==> src/rtl/port_cfg_pkg.sv <==
// Purpose : Shared constants for the upper-pin port configuration block.
// Assumes : APB with 32-bit data, one aligned word per register.
// Notes   : Printed offsets are register indexes; byte address is four times the index.
`default_nettype none
package port_cfg_pkg;
    // ----------------------------------------------------------------
    // Register indexes and byte addresses
    // ----------------------------------------------------------------
    localparam logic [31:0] FUNC_SEL_INDEX   = 32'h00ff0009;  // Mode register
    localparam logic [31:0] DIR_SEL_INDEX    = 32'h00fffff9;  // Direction register
    localparam logic [31:0] OUT_DATA_INDEX   = 32'h00ffffe9;  // Data register
    localparam logic [31:0] PULLUP_INDEX     = 32'h00ff0019;  // Pull-up register
    localparam logic [31:0] FUNC_SEL_ADDR    = FUNC_SEL_INDEX << 2;
    localparam logic [31:0] DIR_SEL_ADDR     = DIR_SEL_INDEX << 2;
    localparam logic [31:0] OUT_DATA_ADDR    = OUT_DATA_INDEX << 2;
    localparam logic [31:0] PULLUP_ADDR      = PULLUP_INDEX << 2;

    // ----------------------------------------------------------------
    // Field layout, write masks and reset values
    // ----------------------------------------------------------------
    localparam int          PIN_COUNT        = 4;      // Upper pins 7 to 4
    localparam int          UPPER_LSB        = 4;      // Upper pins sit in bits 7:4
    localparam int          ANALOG_ROUTE_POS = 2;      // Neighbour pin zero analog select
    localparam logic [7:0]  FUNC_SEL_MASK    = 8'hf4;  // Bits 3, 1, 0 reserved
    localparam logic [7:0]  UPPER_MASK       = 8'hf0;  // Bits 3 to 0 reserved
    localparam logic [7:0]  REG_RESET        = 8'h00;  // All registers clear on reset
endpackage : port_cfg_pkg
`default_nettype wire

==> src/rtl/pin_ctrl_if.sv <==
// Purpose : Carries register state to the pin logic and pin levels back.
// Assumes : Single clock domain, same clock as the register file.
// Notes   : Levels only, no handshakes.
`timescale 1ns/100ps
`default_nettype none
interface pin_ctrl_if;
    logic [3:0] upperPinFunctionBits;   // 1 = mapped peripheral function
    logic [3:0] upperPinDirectionBits;  // 1 = output in general mode
    logic [3:0] pinOutputData;          // Stored output data
    logic [3:0] pinPullupEnable;        // Stored pull-up requests
    logic [3:0] pinLevelSync;           // Synchronised pin levels

    modport regs (output upperPinFunctionBits, output upperPinDirectionBits,
                  output pinOutputData, output pinPullupEnable, input pinLevelSync);
    modport pins (input upperPinFunctionBits, input upperPinDirectionBits,
                  input pinOutputData, input pinPullupEnable, output pinLevelSync);
endinterface : pin_ctrl_if
`default_nettype wire

==> src/rtl/pin_mux.sv <==
// Purpose : Per-pin steering between general I/O and the mapped peripheral.
// Assumes : Pin inputs are asynchronous to clk.
// Notes   : Output path is combinational from register flops.
`timescale 1ns/100ps
`default_nettype none
module pin_mux (
    // Clock and reset
    input  wire logic       clk,
    input  wire logic       rst,
    // Register side
    pin_ctrl_if.pins        ctrl,
    // Pad side
    input  wire logic [3:0] upperPortPinsIn,
    output logic      [3:0] upperPortPinsOut,
    output logic      [3:0] upperPortPinsOe,
    output logic      [3:0] pullupOn,
    // Peripheral side
    input  wire logic [3:0] periphOut,
    input  wire logic [3:0] periphOe,
    output logic      [3:0] periphIn
);
    // ----------------------------------------------------------------
    // Input synchroniser
    // ----------------------------------------------------------------
    logic [3:0] pinMeta;   // First stage, read only by the second
    logic [3:0] pinSync;   // Second stage, safe to use

    // Two flops in front of every consumer of the pad level
    always_ff @(posedge clk) begin
        if (rst) begin
            pinMeta <= 4'h0;
            pinSync <= 4'h0;
        end else begin
            pinMeta <= upperPortPinsIn;
            pinSync <= pinMeta;
        end
    end

    // ----------------------------------------------------------------
    // Steering
    // ----------------------------------------------------------------
    wire [3:0] gpioOe = ~ctrl.upperPinFunctionBits & ctrl.upperPinDirectionBits;
    wire [3:0] mapOe  = ctrl.upperPinFunctionBits & periphOe;

    assign ctrl.pinLevelSync = pinSync;
    // Mode bit picks the owner of each pad
    assign upperPortPinsOe  = gpioOe | mapOe;
    assign upperPortPinsOut = (ctrl.upperPinFunctionBits & periphOut)
                            | (~ctrl.upperPinFunctionBits & ctrl.pinOutputData);
    // Peripheral only sees the pad while it owns it
    assign periphIn = ctrl.upperPinFunctionBits & pinSync;
    // Pull-up only on pins that are inputs, whoever owns them
    assign pullupOn = ctrl.pinPullupEnable & ~upperPortPinsOe;
endmodule : pin_mux
`default_nettype wire

==> src/rtl/port_pin_config.sv <==
// Purpose : APB register file and pin configuration for upper port pins 7 to 4.
// Assumes : Zero-wait APB slave; pads and peripherals outside this block.
// Notes   : Unmapped addresses answer with pslverr and read zero.
//
// Function
// - Mode bit picks general or mapped function
// - Analog route bit sends neighbour pin zero
// - Mode reserved bits read zero, ignored
// - Direction bit one makes general pin output
// - Direction low nibble reads zero, ignored
// - Pins usable as converter analog inputs
// - Mapping controller assigns pins 4 to 7
// - Data read: stored bit or live pin
// - Pull-up only on input pins
//
// Decided for this implementation: the APB register port.
`timescale 1ns/100ps
`default_nettype none
module port_pin_config (
    // Clock and reset
    input  wire logic        clk,
    input  wire logic        rst,
    // APB slave
    input  wire logic        psel,
    input  wire logic        penable,
    input  wire logic        pwrite,
    input  wire logic [31:0] paddr,
    input  wire logic [31:0] pwdata,
    output logic             pready,
    output logic             pslverr,
    output logic      [31:0] prdata,
    // Upper port pins
    input  wire logic [3:0]  upperPortPinsIn,
    output logic      [3:0]  upperPortPinsOut,
    output logic      [3:0]  upperPortPinsOe,
    output logic      [3:0]  pullupOn,
    // Mapped peripheral functions
    input  wire logic [3:0]  periphOut,
    input  wire logic [3:0]  periphOe,
    output logic      [3:0]  periphIn,
    // Converter routing
    input  wire logic [3:0]  analogSample,
    output logic      [3:0]  analogInputEnable,
    output logic             analogInputZeroSel
);
    // ----------------------------------------------------------------
    // Address decode
    // ----------------------------------------------------------------
    function automatic logic hit(input logic [31:0] addr, input logic [31:0] target);
        hit = (addr == target);
    endfunction : hit

    wire selFunc   = hit(paddr, port_cfg_pkg::FUNC_SEL_ADDR);
    wire selDir    = hit(paddr, port_cfg_pkg::DIR_SEL_ADDR);
    wire selData   = hit(paddr, port_cfg_pkg::OUT_DATA_ADDR);
    wire selPullup = hit(paddr, port_cfg_pkg::PULLUP_ADDR);
    wire mapped    = selFunc | selDir | selData | selPullup;
    wire setupRd   = psel & ~penable & ~pwrite;          // Read data latched here
    wire accessWr  = psel & penable & pwrite & mapped;   // Write takes effect here
    // The full address must match, so no alias of a register can be hit;
    // only the low byte of the data word carries register bits.

    // ----------------------------------------------------------------
    // Registers
    // ----------------------------------------------------------------
    logic [7:0] pinFunctionSelect;   // Mode register, reserved bits kept zero
    logic [7:0] pinDirectionSelect;  // Direction register, low nibble kept zero
    logic [7:0] pinOutputData;       // Data register, low nibble kept zero
    logic [7:0] pinPullupEnable;     // Pull-up register, low nibble kept zero

    // Write masks keep reserved bits at zero so reads of them return zero
    wire [7:0] wByte = pwdata[7:0];
    wire [7:0] next_func = wByte & port_cfg_pkg::FUNC_SEL_MASK;
    wire [7:0] next_dir  = wByte & port_cfg_pkg::UPPER_MASK;
    wire [7:0] next_upr  = wByte & port_cfg_pkg::UPPER_MASK;

    // Register writes on the access edge only
    always_ff @(posedge clk) begin
        if (rst) begin
            pinFunctionSelect  <= port_cfg_pkg::REG_RESET;
            pinDirectionSelect <= port_cfg_pkg::REG_RESET;
            pinOutputData      <= port_cfg_pkg::REG_RESET;
            pinPullupEnable    <= port_cfg_pkg::REG_RESET;
        end else if (accessWr) begin
            if (selFunc)   pinFunctionSelect  <= next_func;
            if (selDir)    pinDirectionSelect <= next_dir;
            if (selData)   pinOutputData      <= next_upr;
            if (selPullup) pinPullupEnable    <= next_upr;
        end
    end

    // ----------------------------------------------------------------
    // Register checks
    // ----------------------------------------------------------------
    // A write lands whole in its access cycle, reserved bits dropped,
    // so software sees its own value on the next read
    a_func_write_lands: assert property (@(posedge clk) disable iff (rst)
        accessWr && selFunc
            |=> pinFunctionSelect == ($past(pwdata[7:0]) & port_cfg_pkg::FUNC_SEL_MASK))
        else $error("Mode register write lost");

    // Direction bits follow the written byte, low nibble dropped
    a_dir_write_lands: assert property (@(posedge clk) disable iff (rst)
        accessWr && selDir
            |=> pinDirectionSelect == ($past(pwdata[7:0]) & port_cfg_pkg::UPPER_MASK))
        else $error("Direction register write lost");

    // Stored output data follows the written byte
    a_data_write_lands: assert property (@(posedge clk) disable iff (rst)
        accessWr && selData
            |=> pinOutputData == ($past(pwdata[7:0]) & port_cfg_pkg::UPPER_MASK))
        else $error("Data register write lost");

    // Pull-up requests follow the written byte
    a_pull_write_lands: assert property (@(posedge clk) disable iff (rst)
        accessWr && selPullup
            |=> pinPullupEnable == ($past(pwdata[7:0]) & port_cfg_pkg::UPPER_MASK))
        else $error("Pull-up register write lost");

    // A stray write to an unmapped word must not disturb any register;
    // software bugs of that kind would otherwise reconfigure live pins
    a_unmapped_write_drop: assert property (@(posedge clk) disable iff (rst)
        psel && penable && pwrite && !mapped
            |=> $stable(pinFunctionSelect) && $stable(pinDirectionSelect)
                && $stable(pinOutputData) && $stable(pinPullupEnable))
        else $error("Unmapped write changed a register");

    // Reserved direction bits never hold a one
    a_dir_reserved_held: assert property (@(posedge clk) disable iff (rst)
        (pinDirectionSelect & ~port_cfg_pkg::UPPER_MASK) == 8'h00)
        else $error("Direction reserved bits not zero");

    // ----------------------------------------------------------------
    // Pin logic
    // ----------------------------------------------------------------
    pin_ctrl_if ctrlBus ();

    assign ctrlBus.upperPinFunctionBits  = pinFunctionSelect[7:4];
    assign ctrlBus.upperPinDirectionBits = pinDirectionSelect[7:4];
    assign ctrlBus.pinOutputData         = pinOutputData[7:4];
    assign ctrlBus.pinPullupEnable       = pinPullupEnable[7:4];

    pin_mux pinLogic (
        .clk              (clk),
        .rst              (rst),
        .ctrl             (ctrlBus),
        .upperPortPinsIn  (upperPortPinsIn),
        .upperPortPinsOut (upperPortPinsOut),
        .upperPortPinsOe  (upperPortPinsOe),
        .pullupOn         (pullupOn),
        .periphOut        (periphOut),
        .periphOe         (periphOe),
        .periphIn         (periphIn)
    );

    // A general pin must hide its level from the peripheral, which
    // could otherwise react to traffic that is not meant for it
    a_periph_in_masked: assert property (@(posedge clk) disable iff (rst)
        !pinFunctionSelect[6] |-> !periphIn[2])
        else $error("General pin level leaked to peripheral");

    // A mapped pin hands its synchronised level to the peripheral
    a_periph_in_follow: assert property (@(posedge clk) disable iff (rst)
        pinFunctionSelect[5] |-> periphIn[1] == ctrlBus.pinLevelSync[1])
        else $error("Mapped pin level not passed on");

    // General output on the top pin drives its stored bit
    a_gpio_drive_pin7: assert property (@(posedge clk) disable iff (rst)
        !pinFunctionSelect[7] && pinDirectionSelect[7]
            |-> upperPortPinsOe[3] && upperPortPinsOut[3] == pinOutputData[7])
        else $error("General output top pin not driving");

    // A pull-up against a driven pin only wastes current
    a_gpio_pull_output: assert property (@(posedge clk) disable iff (rst)
        !pinFunctionSelect[5] && pinDirectionSelect[5] |-> !pullupOn[1])
        else $error("Pull-up on general output pin");

    // A mapped input keeps its requested pull-up
    a_mapped_input_pull: assert property (@(posedge clk) disable iff (rst)
        pinFunctionSelect[6] && !periphOe[2] && pinPullupEnable[6] |-> pullupOn[2])
        else $error("Pull-up missing on mapped input pin");

    // ----------------------------------------------------------------
    // Converter routing
    // ----------------------------------------------------------------
    // A pin feeds either converter unit only while this block does not drive it (a board driver does not count);
    // a driven pin would corrupt the sample, so the request is dropped.
    assign analogInputEnable  = analogSample & ~upperPortPinsOe;
    // Neighbour pin zero goes to analog input zero when the bit is set
    assign analogInputZeroSel = pinFunctionSelect[port_cfg_pkg::ANALOG_ROUTE_POS];

    // A pin driven by this block never feeds the converter
    a_analog_driven_drop: assert property (@(posedge clk) disable iff (rst)
        upperPortPinsOe[1] |-> !analogInputEnable[1])
        else $error("Analog input enabled on driven pin");

    // The neighbour routing only moves on a mode register write, so a
    // conversion in progress is never switched away underneath it
    a_analog_route_hold: assert property (@(posedge clk) disable iff (rst)
        !(accessWr && selFunc) |=> $stable(analogInputZeroSel))
        else $error("Analog route changed without write");

    // ----------------------------------------------------------------
    // Read path
    // ----------------------------------------------------------------
    // Output pins read the stored bit, input pins the synchronised level
    wire [3:0] dataView = (pinDirectionSelect[7:4] & pinOutputData[7:4])
                        | (~pinDirectionSelect[7:4] & ctrlBus.pinLevelSync);
    wire [7:0] readByte = selFunc   ? pinFunctionSelect  :
                          selDir    ? pinDirectionSelect :
                          selData   ? {dataView, 4'h0}   :
                          selPullup ? pinPullupEnable    : 8'h00;

    // Data is captured in the setup cycle so it comes from a flop
    always_ff @(posedge clk) begin
        if (rst) begin
            prdata <= 32'h00000000;
        end else if (setupRd) begin
            prdata <= {24'h000000, readByte};
        end
    end

    // Zero wait states; unmapped addresses flag an error
    assign pready  = 1'h1;
    assign pslverr = psel & penable & ~mapped;

    // Output pins read back the stored bit, not the pad
    a_data_read_output: assert property (@(posedge clk) disable iff (rst)
        setupRd && selData && pinDirectionSelect[5]
            |=> prdata[5] == $past(pinOutputData[5]))
        else $error("Output pin data read wrong");

    // Unmapped reads return zero alongside the error flag
    a_unmapped_read_zero: assert property (@(posedge clk) disable iff (rst)
        setupRd && !mapped |=> prdata == 32'h00000000)
        else $error("Unmapped read not zero");

    // Reserved mode bits read back as zero
    a_func_reserved_read: assert property (@(posedge clk) disable iff (rst)
        setupRd && selFunc |=> (prdata[7:0] & ~port_cfg_pkg::FUNC_SEL_MASK) == 8'h00)
        else $error("Mode reserved bits read nonzero");

    // Only the low byte ever carries register bits
    a_prdata_upper_zero: assert property (@(posedge clk) disable iff (rst)
        prdata[31:8] == 24'h000000)
        else $error("Read data upper bytes nonzero");

    // ----------------------------------------------------------------
    // Checks
    // ----------------------------------------------------------------
    a_mode_reserved_zero: assert property (@(posedge clk) disable iff (rst)
        (pinFunctionSelect & ~port_cfg_pkg::FUNC_SEL_MASK) == 8'h00)
        else $error("Mode reserved bits not zero");

    a_dir_reserved_zero: assert property (@(posedge clk) disable iff (rst)
        psel && !penable && !pwrite && selDir |=> prdata[3:0] == 4'h0)
        else $error("Direction low nibble read nonzero");

    a_reset_clears_cfg: assert property (@(posedge clk)
        rst |=> pinFunctionSelect == 8'h00 && pinDirectionSelect == 8'h00)
        else $error("Reset did not clear configuration");

    a_gpio_out_drive: assert property (@(posedge clk) disable iff (rst)
        !pinFunctionSelect[4] && pinDirectionSelect[4]
            |-> upperPortPinsOe[0] && upperPortPinsOut[0] == pinOutputData[4])
        else $error("General output pin not driving stored bit");

    a_gpio_input_float: assert property (@(posedge clk) disable iff (rst)
        !pinFunctionSelect[5] && !pinDirectionSelect[5] |-> !upperPortPinsOe[1])
        else $error("General input pin is driven");

    a_periph_owns_pin: assert property (@(posedge clk) disable iff (rst)
        pinFunctionSelect[7] |-> upperPortPinsOe[3] == periphOe[3]
            && upperPortPinsOut[3] == periphOut[3])
        else $error("Mapped pin not following peripheral");

    a_analog_route: assert property (@(posedge clk) disable iff (rst)
        accessWr && selFunc |=> analogInputZeroSel == $past(pwdata[2]))
        else $error("Analog route bit not applied");

    a_data_read_input: assert property (@(posedge clk) disable iff (rst)
        setupRd && selData && !pinDirectionSelect[6]
            |=> prdata[6] == $past(ctrlBus.pinLevelSync[2]))
        else $error("Input pin data read wrong");

    a_pullup_inputs: assert property (@(posedge clk) disable iff (rst)
        upperPortPinsOe != 4'h0 |-> (pullupOn & upperPortPinsOe) == 4'h0)
        else $error("Pull-up on driven pin");

    a_analog_no_drive: assert property (@(posedge clk) disable iff (rst)
        analogSample[0] && !upperPortPinsOe[0] |-> analogInputEnable[0])
        else $error("Analog request dropped on input pin");

    // After reset no pad is driven or pulled, and neighbour pin zero is not routed to the converter
    a_reset_pins_idle: assert property (@(posedge clk)
        rst |=> upperPortPinsOe == 4'h0 && pullupOn == 4'h0 && !analogInputZeroSel)
        else $error("Pins not idle after reset");
endmodule : port_pin_config
`default_nettype wire

==> config.mk <==
export PLATFORM = sky130hd
export DESIGN_NAME = port_pin_config
export DESIGN_NICKNAME = d
export VERILOG_FILES = /design/src/rtl/port_cfg_pkg.sv /design/src/rtl/pin_ctrl_if.sv /design/src/rtl/pin_mux.sv /design/src/rtl/port_pin_config.sv
export SDC_FILE = /design/constraint.sdc
export NUM_CORES = 1
export LEC_CHECK = 0
export ABC_AREA = 1
export BUFFER_PORTS_ARGS = -buffer_cell sky130_fd_sc_hd__buf_4
export CAP_MARGIN = 30
export CORE_UTILIZATION = 45
export DETAILED_ROUTE_END_ITERATION = 8
export HOLD_SLACK_MARGIN = 0.06
export PLACE_DENSITY = 0.92
export SYNTH_ARGS = -nofsm -noshare
export SYNTH_HDL_FRONTEND = slang
export SYNTH_SLANG_ARGS = --single-unit
==> constraint.sdc <==
create_clock -name clk -period 2.8 [get_ports clk]
set_clock_uncertainty 0.15 [all_clocks]
set_input_delay 0.56 -clock clk [delete_from_list [all_inputs] [get_ports clk]]
set_output_delay 0.56 -clock clk [all_outputs]
set_load 0.02 [all_outputs]
; Word level (Yosys, flattened, before mapping)
; Index checks and enable logic that the tools add are counted.
[classes]
eq_ne = 4
muxes = 4
reduce_logical = 4
bitwise_logic = 27
[ops]
columns = operator, count
row1 = $eq A32 B26 Y1 const B, 4
row2 = $and A4 B4 Y4, 9
row3 = $mux W8, 4
row4 = $not A4 Y4, 3
row5 = $or A4 B4 Y4, 3
row6 = $reduce_and A2 Y1, 4
row7 = $and A1 B1 Y1, 6
row8 = $not A1 Y1, 3
row9 = $or A1 B1 Y1, 3
[totals]
out_inout_bits = 55
word_cells = 46
reg_bits = 33
inputBits = 85

; Longest topological paths before layout
; Gate-level depths: netlist of the first run.
[logic_depth]
depth_word = 6
ltp_mapped = 11
depth_no_buf = 11

; By module
; A second synthesis of the first run with hierarchy kept.
[hier_totals]
cells_unflattened = 384
area_unflattened_um2 = 2322.2
[modules_own_cells]
columns = mod, n_inst, cells_per_inst, area_each_um2, seq_area_each_um2
row1 = port_pin_config, 1, 315, 1901.8, 440.4
row2 = pin_mux, 1, 69, 420.4, 160.2

; Worst setup path after synthesis of the first run
; Ideal clock, no wire load.
[synth_path]
path_type = input-to-output
from = input paddr[26]
to = output pslverr
t_required_ns = 2.090
arrival_ns = 1.552
n_path_buf = 1
path_slack_ns = 0.538
cell_stages = 9
path_cell_list = inv_1 nand2_1 nor2_4 nand2_4 nor2_2 nand2_2 nand4_4 buf_8 nor2_1
[synth_between]
elab_chain_cells = 6
word_cells_on_any_way = 9
cone_classes = eq/ne (4) / bitwise (5)
[synth_rtl]
columns = item, line_no
row1 = "start, declared", port_pin_config.sv:27  ; input wire logic [31:0] paddr,
row2 = $eq A32 B26 Y1, port_pin_config.sv:50  ; hit = (addr == target);
row3 = $or A1 B1 Y1 (2 in a row), port_pin_config.sv:57  ; wire mapped = selFunc | selDir | selData | selPullup;
row4 = $or A1 B1 Y1 (*), port_pin_config.sv:57
row5 = $not A1 Y1 (*), port_pin_config.sv:225  ; assign pslverr = psel & penable & ~mapped;
row6 = $and A1 B1 Y1 (*), port_pin_config.sv:225
row7 = "end, declared", port_pin_config.sv:30  ; output logic pslverr,
; Every way passes the cells marked *; elsewhere a longest branch is shown, timed or not.

; Final worst setup path of the first run
[layout_path]
from = input paddr[3]
to = output pslverr
; The elaborated chain is that of the path after synthesis.

==> results of run 1 <==
-- report_power, final --
| part | internal (mW) | switching, mW | leakage [nW] | total, mW |
|---|---|---|---|---|
| sequential | 0.432 | 0.00199 | 0.243 | 0.434 |
| combinational | 0.0702 | 0.0914 | 1.08 | 0.162 |
| clock | 0.198 | 0.166 | 0.0482 | 0.364 |
| total | 0.700 | 0.259 | 1.37 | 0.959 |
-- cell usage after synthesis --
library cell | n | area [µm²]
a21oi_1 | 18 | 90.1
and2_1 | 1 | 6.26
buf_2 | 1 | 5.00
buf_4 | 28 | 210
buf_8 | 1 | 15.0
clkbuf_1 | 3 | 11.3
clkinv_1 | 2 | 7.51
conb_1 | 2 | 7.51
dfxtp_1 | 30 | 601
inv_1 | 49 | 184
inv_2 | 8 | 30.0
nand2_1 | 74 | 278
nand2_2 | 9 | 56.3
nand2_4 | 2 | 22.5
nand3_1 | 12 | 60.1
nand3_2 | 1 | 10.0
nand4_1 | 20 | 125
nand4_4 | 1 | 21.3
nor2_1 | 35 | 131
nor2_2 | 3 | 18.8
nor2_4 | 5 | 56.3
nor2_8 | 1 | 20.0
nor3_1 | 2 | 10.0
o21ai_0 | 16 | 80.1
-- logic make-up (layout without fill, tap and decap cells) --
| family | Yosys count | in the layout | share of synthesized area (%) |
|---|---|---|---|
| other | 2 | 28 | 0.365 |
| buffers and inverters | 92 | 152 | 22.5 |
| AOI/OAI and AO/OA | 34 | 34 | 8.27 |
| and+or+nand+nor | 166 | 166 | 39.7 |
| DFF | 30 | 30 | 29.2 |
-- worst min-delay path: cells and delay by family, from the launching register on --
| family | cells | cell delay, ns |
|---|---|---|
| buffers and inverters | 1 | 0.04 |
| flip-flops | 1 | 0.30 |
| AND/OR/NAND/NOR | 1 | 0.03 |
-- how the worst max path moves through the flow --
stage / from / to / slack [ns] / depth (start not counted)
2_1_floorplan: paddr[26] / pslverr / 0.54 / 9
3_3_place_gp: paddr[3] / pslverr / 0.39 / 10
3_5_place_dp: paddr[3] / pslverr / 0.37 / 10
4_1_cts: paddr[3] / pslverr / 0.36 / 10
5_1_grt: paddr[3] / pslverr / 0.22 / 10
6_report: paddr[3] / pslverr / 0.33 / 10
-- registers in the layout, summed over array words and instances (netlist names) --
signal,count
pinDirectionSelect,4
pinFunctionSelect,5
pinLogic.ctrl.pinLevelSync,4
pinLogic.pinMeta,4
pinOutputData,4
pinPullupEnable,4
prdata,5
-- cell type report --
type	instances	share of cell area, %
Clock buffer	7	3.19
Clock inverter	1	0.185
Inverter	59	8.18
Multi-Input combinational cell	228	40.3
Sequential cell	30	22.2
Tap cell	52	2.40
Timing Repair Buffer	85	23.6
-- routing by layer --
metal,track usage [%],wire (µm),vias to the layer above,share of wire [%]
li1,-,-,1115,-
met1,24.2,1930,939,39
met2,37.8,2430,118,49
met3,6.54,524,11,11
met4,8.67,82,0,1.7
met5,0,0,-,0
-- through the flow --
stage / std cells / setup slack, ns / cell area, µm² / hold slack, ns
6_report: 462 / 0.327 / 2710 / 0.254
5_1_grt: 462 / 0.222 / 2710 / 0.280
4_1_cts: 462 / 0.359 / 2710 / 0.255
3_5_place_dp: 454 / 0.365 / 2620 / 0.246
3_3_place_gp: 454 / 0.387 / 2620 / 0.239
2_1_floorplan: 350 / 0.538 / 2150 / 0.238
==> impl_results.md, run 1 <==
* Post-Synthesis Cells at 324
* All-Layer GR Usage at 21.5%
* Largest net degree at the start of global routing at 28
* Min-Delay Path Depth at 2
* Minimum clock period at 2.47 ns
* Mapped cell area at 2060 µm²
* Area of the multi-input gates at 1090 µm²
* Vias per inst at 4.73
* Hold Fails Final Rpt at 0
* Clk sink count at 30
* TritonCTS buffer count at 5
* Nets at 494
* Via count at 2183
* Cells along the critical path: buf_4, inv_1, nand2_2, nor2_4, nand2_1, nor2_1, nand2_2, nand4_4, nor2_1, buf_4
* Starting Density at 46.9%
* Crit-path slowest cell: nand4_4
* Clk_lat worst skew at 0.29 ns
* Share of layout cells above drive strength 1 at 29.8%
* Die height at 69.6 µm
* Reg2Reg Capture Point: prdata[5]
* Antenna violation net count after detailed routing at 0
* Area grow syn2layout at 31.6%
* RR Startpoint: pinDirectionSelect[5]
* Max-Cap Viols at 0
* Top cell family by delay on the critical path: simple AND/OR/NAND/NOR gates
* Detailed-route wire length at 4.97 mm
* Fillers at 428
* H-tree Lvls at 2
* Initial drt markers at 87
* Worst Path Arrival at 1.76 ns
* Max incr delay on CP at 0.23 ns
* Total Negative Setup Slacks at 0 ns
* TritonCTS clock tree: yes
* First-pass GRT wire length at 8.55 mm
* # resized after CTS at 0
* Setup Crit Path Kind: in2out
* # rows at 24
* Hold Crit Class: reg2reg
* Commonest non-fill, non-tap cell in the layout: buf_4
* DRC Markers at 0
* Unrepaired setup endpoints after global routing: false
* Critical Path Fanout Max at 17
* Die Area at 4850 µm²
* Worst Setup End Kind: output port
* Total setup buffers inserted after CTS at 0
* Hold Path End: pinLogic.ctrl.pinLevelSync[3]
* Status: complete, no violations
* Clk buf depth at 2
* Vias in the first global route at 2090
* I/O Pins at 140
* Slew Limit Headroom at 60.8%
* Count of input and output buffers at 84
* Sequential-to-total area share from yosys stat at 29.2%
* Maximum VDD drop at 0.303 mV
* RePlAce Congestion at 0.854
* Worst-Margin Slew at 0.583 ns
* Final Max Slew Viols at 0
* Initial antenna violation count at 0
* Hold path start: pinLogic.pinMeta[3]
* WP data required at 2.09 ns
* CP Launch Type: primary input
* Design Power at 0.959 mW
* Pwr Density at 354 nW/µm²
* Synth unique cells at 24
* Clock transition at the registers of the reported paths at 0.06 ns
* Avg Inst Size Synth at 6.35 µm²
* Worst reg-to-reg setup slack at 1.57 ns
* Fin util at 61.8%
* Critical path buffers and inverters at 3
* HPWL Detailed at 3.79 mm
* Pleak at 1.37 nW
* Global route overflow at 0
* Die Wd at 69.6 µm
* ANT cells at 0
* Reg2Reg Depth at 6
* TritonRoute pass-1 iters at 4
* Synthesized flop and latch total at 30
* Reg area at 601 µm²
* Most frequent cells in the layout: buf_4, nand2_1, inv_1
* Final setup violation count at 0
* Clock Tree Root: clkbuf_8
* Core area at 4380 µm²
* YS warnings at 0
* Fin crit share at 88.3%
* Max Clk Rate at 0.404 GHz
* Hold-fix buffers, CTS at 0
* WL/cell at 10.8 µm
No activity file was read; power rests on OpenSTA's default activity.
==> inputs of run 2 (changes only) <==
--- a/config.mk
+++ b/config.mk
@@ -6,12 +6,13 @@
 export NUM_CORES = 1
 export LEC_CHECK = 0
 export ABC_AREA = 1
-export BUFFER_PORTS_ARGS = -buffer_cell sky130_fd_sc_hd__buf_4
 export CAP_MARGIN = 30
-export CORE_UTILIZATION = 45
+export CORE_MARGIN = 8
+export CORE_UTILIZATION = 54
 export DETAILED_ROUTE_END_ITERATION = 8
+export DONT_BUFFER_PORTS = 1
 export HOLD_SLACK_MARGIN = 0.06
-export PLACE_DENSITY = 0.92
+export PLACE_DENSITY = 0.75
 export SYNTH_ARGS = -nofsm -noshare
 export SYNTH_HDL_FRONTEND = slang
 export SYNTH_SLANG_ARGS = --single-unit
==> run 2 against run 1 <==
Effect of this change:
- largest cell class unchanged
- flip-flop and latch count stayed put
- worst hold slack worse by 0.061 ns
- combinational power is 48% lower
- register-to-register slack better by 0.02 ns
- clock-buffer cell count stayed put
- wire length is 1.3% lower
- highest routed layer unchanged
- final area is 23% lower
- via count is 14% lower
- die area is 25% higher
==> impl_results.md, run 2 (same netlist as run 1, synthesis figures left out) <==
* Status: complete, no violations
* Clock Tree Root: clkbuf_8
* Inst Count DP at 368
* Initial antenna violation count at 0
* Design Power at 0.871 mW
* Die Wd at 77.7 µm
* H-tree Lvls at 2
* Fin crit share at 84.3%
* Starting Density at 56.2%
* Detailed-route wire length at 4.90 mm
* Nets at 412
* Clk buf depth at 2
* Commonest non-fill, non-tap cell in the layout: nand2_1
* Unrepaired setup endpoints after global routing: false
* Die height at 77.7 µm
* WP data required at 2.09 ns
* I/O Pins at 140
* Area grow syn2layout at 1.46%
* Biggest regs: pinFunctionSelect x5, prdata x5
* Reg2Reg Depth at 6
* TritonCTS buffer count at 5
* Total Negative Setup Slacks at 0 ns
* RePlAce Congestion at 0.850
* Global route overflow at 0
* Cells along the critical path: inv_1, o21ai_0, nor2_1
* ANT cells at 0
* DRC Markers at 0
* Via count at 1886
* Slew Limit Headroom at 42.5%
* TritonRoute pass-1 iters at 4
* Antenna violation net count after detailed routing at 0
* Worst Path Arrival at 1.65 ns
* Largest net degree at the start of global routing at 28
* Total setup buffers inserted after CTS at 0
* Minimum clock period at 2.36 ns
* Clk sink count at 30
* DP Area at 2000 µm²
* Hold WS at 0.192 ns
* Critical Path Fanout Max at 3
* CP Launch Type: flip-flop
* # resized after CTS at 0
* Maximum VDD drop at 0.473 mV
* Worst-Margin Slew at 0.853 ns
* Clock transition at the registers of the reported paths at 0.06 ns
* Die Area at 6040 µm²
* All-Layer GR Usage at 15.9%
* Pwr Density at 418 nW/µm²
* Hold Fails Final Rpt at 0
* Initial drt markers at 53
* Worst reg-to-reg setup slack at 1.59 ns
* Reg2Reg Capture Point: prdata[6]
* # rows at 22
* Post-route cell area at 2090 µm²
* WP depth at 3
* Final Max Slew Viols at 0
* WL/cell at 13.0 µm
* Max incr delay on CP at 0.67 ns
* Worst Setup End Kind: output port
* Core area at 3660 µm²
* TritonCTS clock tree: yes
* Hold Crit Class: in2reg
* Most frequent cells in the layout: nand2_1, inv_1, nor2_1
* Critical path buffers and inverters at 1
* First-pass GRT wire length at 8.11 mm
* Crit-path slowest cell: o21ai_0
* Finished Layout Cells at 376
* Setup Crit Path Kind: reg2out
* Crit path to: pullupOn[0]
* Count of input and output buffers at 0
* Vias per inst at 5.02
* Hold path start: rst
* Clk_lat worst skew at 0.28 ns
* Fillers at 374
* Pleak at 0.965 nW
* HPWL Detailed at 3.99 mm
* Vias in the first global route at 1812
* Top cell family by delay on the critical path: compound AO/OA/AOI/OAI gates
* Share of layout cells above drive strength 1 at 12.2%
* RR Startpoint: pinDirectionSelect[6]
* Worst Setup SP: pinDirectionSelect[4]
* Max-Cap Viols at 0
* Final setup violation count at 0
* Max Clk Rate at 0.424 GHz
* Hold-fix buffers, CTS at 0
==> run 2: cell types whose count changed in the layout (fill, tap and decap cells not counted) <==
cell	change
buf_4	-82
==> run 2: per-stage QoR <==
stage | utilization (%) | worst slack, ns
after detailed placement | 54.5 | 0.643
after floorplan | - | 0.538
after global routing | 57.0 | 0.353
final | 57.0 | 0.441
after CTS | 57.0 | 0.445
after global placement | 54.5 | 0.633
==> run 2: final cells by class <==
cell class	count	area, µm²	share of cell area (%)
multi-input combinational	228	1090	52.3
tap	48	60.1	2.88
timing repair buffer	3	22.5	1.08
clock inverter	1	5.00	0.240
clock buffer	7	86.3	4.14
sequential	30	601	28.8
inverter	59	221	10.6
==> run 2: worst reg2reg max path, delay by kind of cell (launching register included) <==
| kind | cells | cell delay [ns] |
|---|---|---|
| buffers and inverters | 1 | 0.08 |
| AO/OA/AOI/OAI | 2 | 0.30 |
| flip-flops | 1 | 0.37 |
| AND/OR/NAND/NOR | 3 | 0.25 |
==> run 2: where the power goes <==
group | total (mW) | leakage, nW | switching, mW | internal (mW)
sequential | 0.434 | 0.243 | 0.00181 | 0.432
clock | 0.353 | 0.0482 | 0.156 | 0.198
combinational | 0.0839 | 0.673 | 0.0672 | 0.0167
total | 0.871 | 0.965 | 0.225 | 0.647
==> run 2: per-layer routing <==
layer	vias up	routed length [µm]	GRT usage, %
met5	-	0	0
li1	949	-	-
met1	846	1890	16.6
met2	85	2310	27.0
met3	6	654	8.41
met4	0	44	4.34
==> run 2: worst min path at each step <==
stage                                               end  slack [ns]  depth (start not counted)
after floorplan           pinLogic.ctrl.pinLevelSync[0]        0.24                          2
after global placement    pinLogic.ctrl.pinLevelSync[1]        0.24                          2
after detailed placement  pinLogic.ctrl.pinLevelSync[1]        0.24                          2
after CTS                                     prdata[6]        0.19                          1
after global routing              pinDirectionSelect[4]        0.18                          1
final                              pinFunctionSelect[4]        0.19                          1
==> inputs of run 3 (changes only) <==
==> constraint.sdc (replaced) <==
create_clock -name clk -period 2.5 [get_ports clk]
set_clock_uncertainty 0.15 [all_clocks]
set_input_delay 0.5 -clock clk [delete_from_list [all_inputs] [get_ports clk]]
set_output_delay 0.5 -clock clk [all_outputs]
set_load 0.02 [all_outputs]
==> run 3 against run 2 <==
Effect of this change:
- final cell count is 0.27% higher
- final area up 0.36%
- wire length barely moved
- power increased by 13%
- worst hold slack got worse by 0.067 ns
- flip-flop and latch count unchanged
- critical endpoint is now pullupOn[2]
==> impl_results.md, run 3 (same netlist as run 1, synthesis figures left out) <==
* Status: complete, no violations
* # rows at 22
* Core area at 3660 µm²
* Biggest regs: pinFunctionSelect x5, prdata x5
* Antenna violation net count after detailed routing at 0
* TritonCTS buffer count at 5
* Worst-Margin Slew at 0.858 ns
* Pwr Density at 469 nW/µm²
* Hold Crit Class: in2reg
* Max incr delay on CP at 0.68 ns
* I/O Pins at 140
* Die Area at 6040 µm²
* Critical path buffers and inverters at 1
* Reg area at 601 µm²
* TritonRoute pass-1 iters at 4
* All-Layer GR Usage at 16.0%
* Initial antenna violation count at 0
* # resized after CTS at 0
* Die height at 77.7 µm
* Max-Cap Viols at 0
* Final Max Slew Viols at 0
* Area grow syn2layout at 1.82%
* Finished Layout Cells at 377
* Final setup violation count at 0
* Inst Count DP at 369
* WL/cell at 13.0 µm
* Detailed-route wire length at 4.90 mm
* Initial drt markers at 54
* Share of layout cells above drive strength 1 at 12.5%
* TritonCTS clock tree: yes
* Fin crit share at 93.0%
* Pleak at 0.970 nW
* Vias per inst at 4.99
* Max Clk Rate at 0.430 GHz
* Die Wd at 77.7 µm
* Minimum clock period at 2.33 ns
* Slew Limit Headroom at 42.2%
* First-pass GRT wire length at 8.09 mm
* RePlAce Congestion at 0.845
* Count of input and output buffers at 0
* Cells along the critical path: inv_1, o21ai_0, nor2_1
* Unrepaired setup endpoints after global routing: false
* WP data required at 1.85 ns
* Most frequent cells in the layout: nand2_1, inv_1, nor2_1
* Worst Setup End Kind: output port
* Total setup buffers inserted after CTS at 0
* Nets at 413
* Hold-fix buffers, CTS at 0
* ANT cells at 0
* Maximum VDD drop at 0.361 mV
* Total Negative Setup Slacks at 0 ns
* Vias in the first global route at 1807
* Top cell family by delay on the critical path: compound AO/OA/AOI/OAI gates
* Clk buf depth at 2
* Hold Fails Final Rpt at 0
* Starting Density at 56.2%
* H-tree Lvls at 2
* Fillers at 386
* Area of the multi-input gates at 1090 µm²
* Critical Path Fanout Max at 3
* Crit-path slowest cell: o21ai_0
* Clk_lat worst skew at 0.28 ns
* Clk sink count at 30
* Largest net degree at the start of global routing at 28
* Worst Path Arrival at 1.68 ns
* Setup Crit Path Kind: reg2out
* DRC Markers at 0
* Clock transition at the registers of the reported paths at 0.06 ns
* Global route overflow at 0
* Clock Tree Root: clkbuf_8
* HPWL Detailed at 3.97 mm
* Commonest non-fill, non-tap cell in the layout: nand2_1
* CP Launch Type: flip-flop
* Via count at 1881
## run 3: cell type report
cell class              count  area share [%]
flip-flops and latches     30            28.7
clock inverters             1           0.239
clock buffers               7            4.12
inverters                  59            10.6
well taps                  48            2.87
multi-input cells         228            52.1
repair buffers              4            1.43
## run 3: metrics by stage
step           utilization [%]  hold WS [ns]  cell area (µm²)  power (mW)  worst slack [ns]
6_report                  57.2         0.125             2090       0.981             0.174
5_1_grt                   57.2         0.108             2090        1.02             0.110
4_1_cts                   57.2         0.115             2090       0.993             0.146
3_5_place_dp              54.7         0.246             2000       0.591             0.424
3_3_place_gp              54.7         0.241             2000       0.590             0.435
2_1_floorplan                -         0.238             2150       0.620             0.358
## run 3: per-layer routing
metal  vias to the layer above  share of wire [%]  GRT usage [%]  wire length (µm)
met4                         0                1.3           5.09                63
li1                        952                  -              -                 -
met2                        90                 47           27.2              2300
met3                         6                 12           7.49               605
met1                       833                 40           17.1              1940
met5                         -                  0              0                 0
## run 3: worst paths after layout
| kind | end | slack (ns) | start | cells past startpoint |
|---|---|---|---|---|
| hold / removal | pinDirectionSelect[5] | 0.13 | rst | 1 |
| hold reg to reg | pinLogic.ctrl.pinLevelSync[3] | 0.25 | pinLogic.pinMeta[3] | 2 |
| setup / recovery | pullupOn[2] | 0.17 | pinDirectionSelect[6] | 3 |
| setup reg to reg | prdata[6] | 1.33 | pinDirectionSelect[6] | 6 |
## run 3: report_power, final
group	leakage [nW]	internal [mW]	switching [mW]
clock	0.0482	0.222	0.178
sequential	0.243	0.484	0.00195
combinational	0.678	0.0205	0.0757
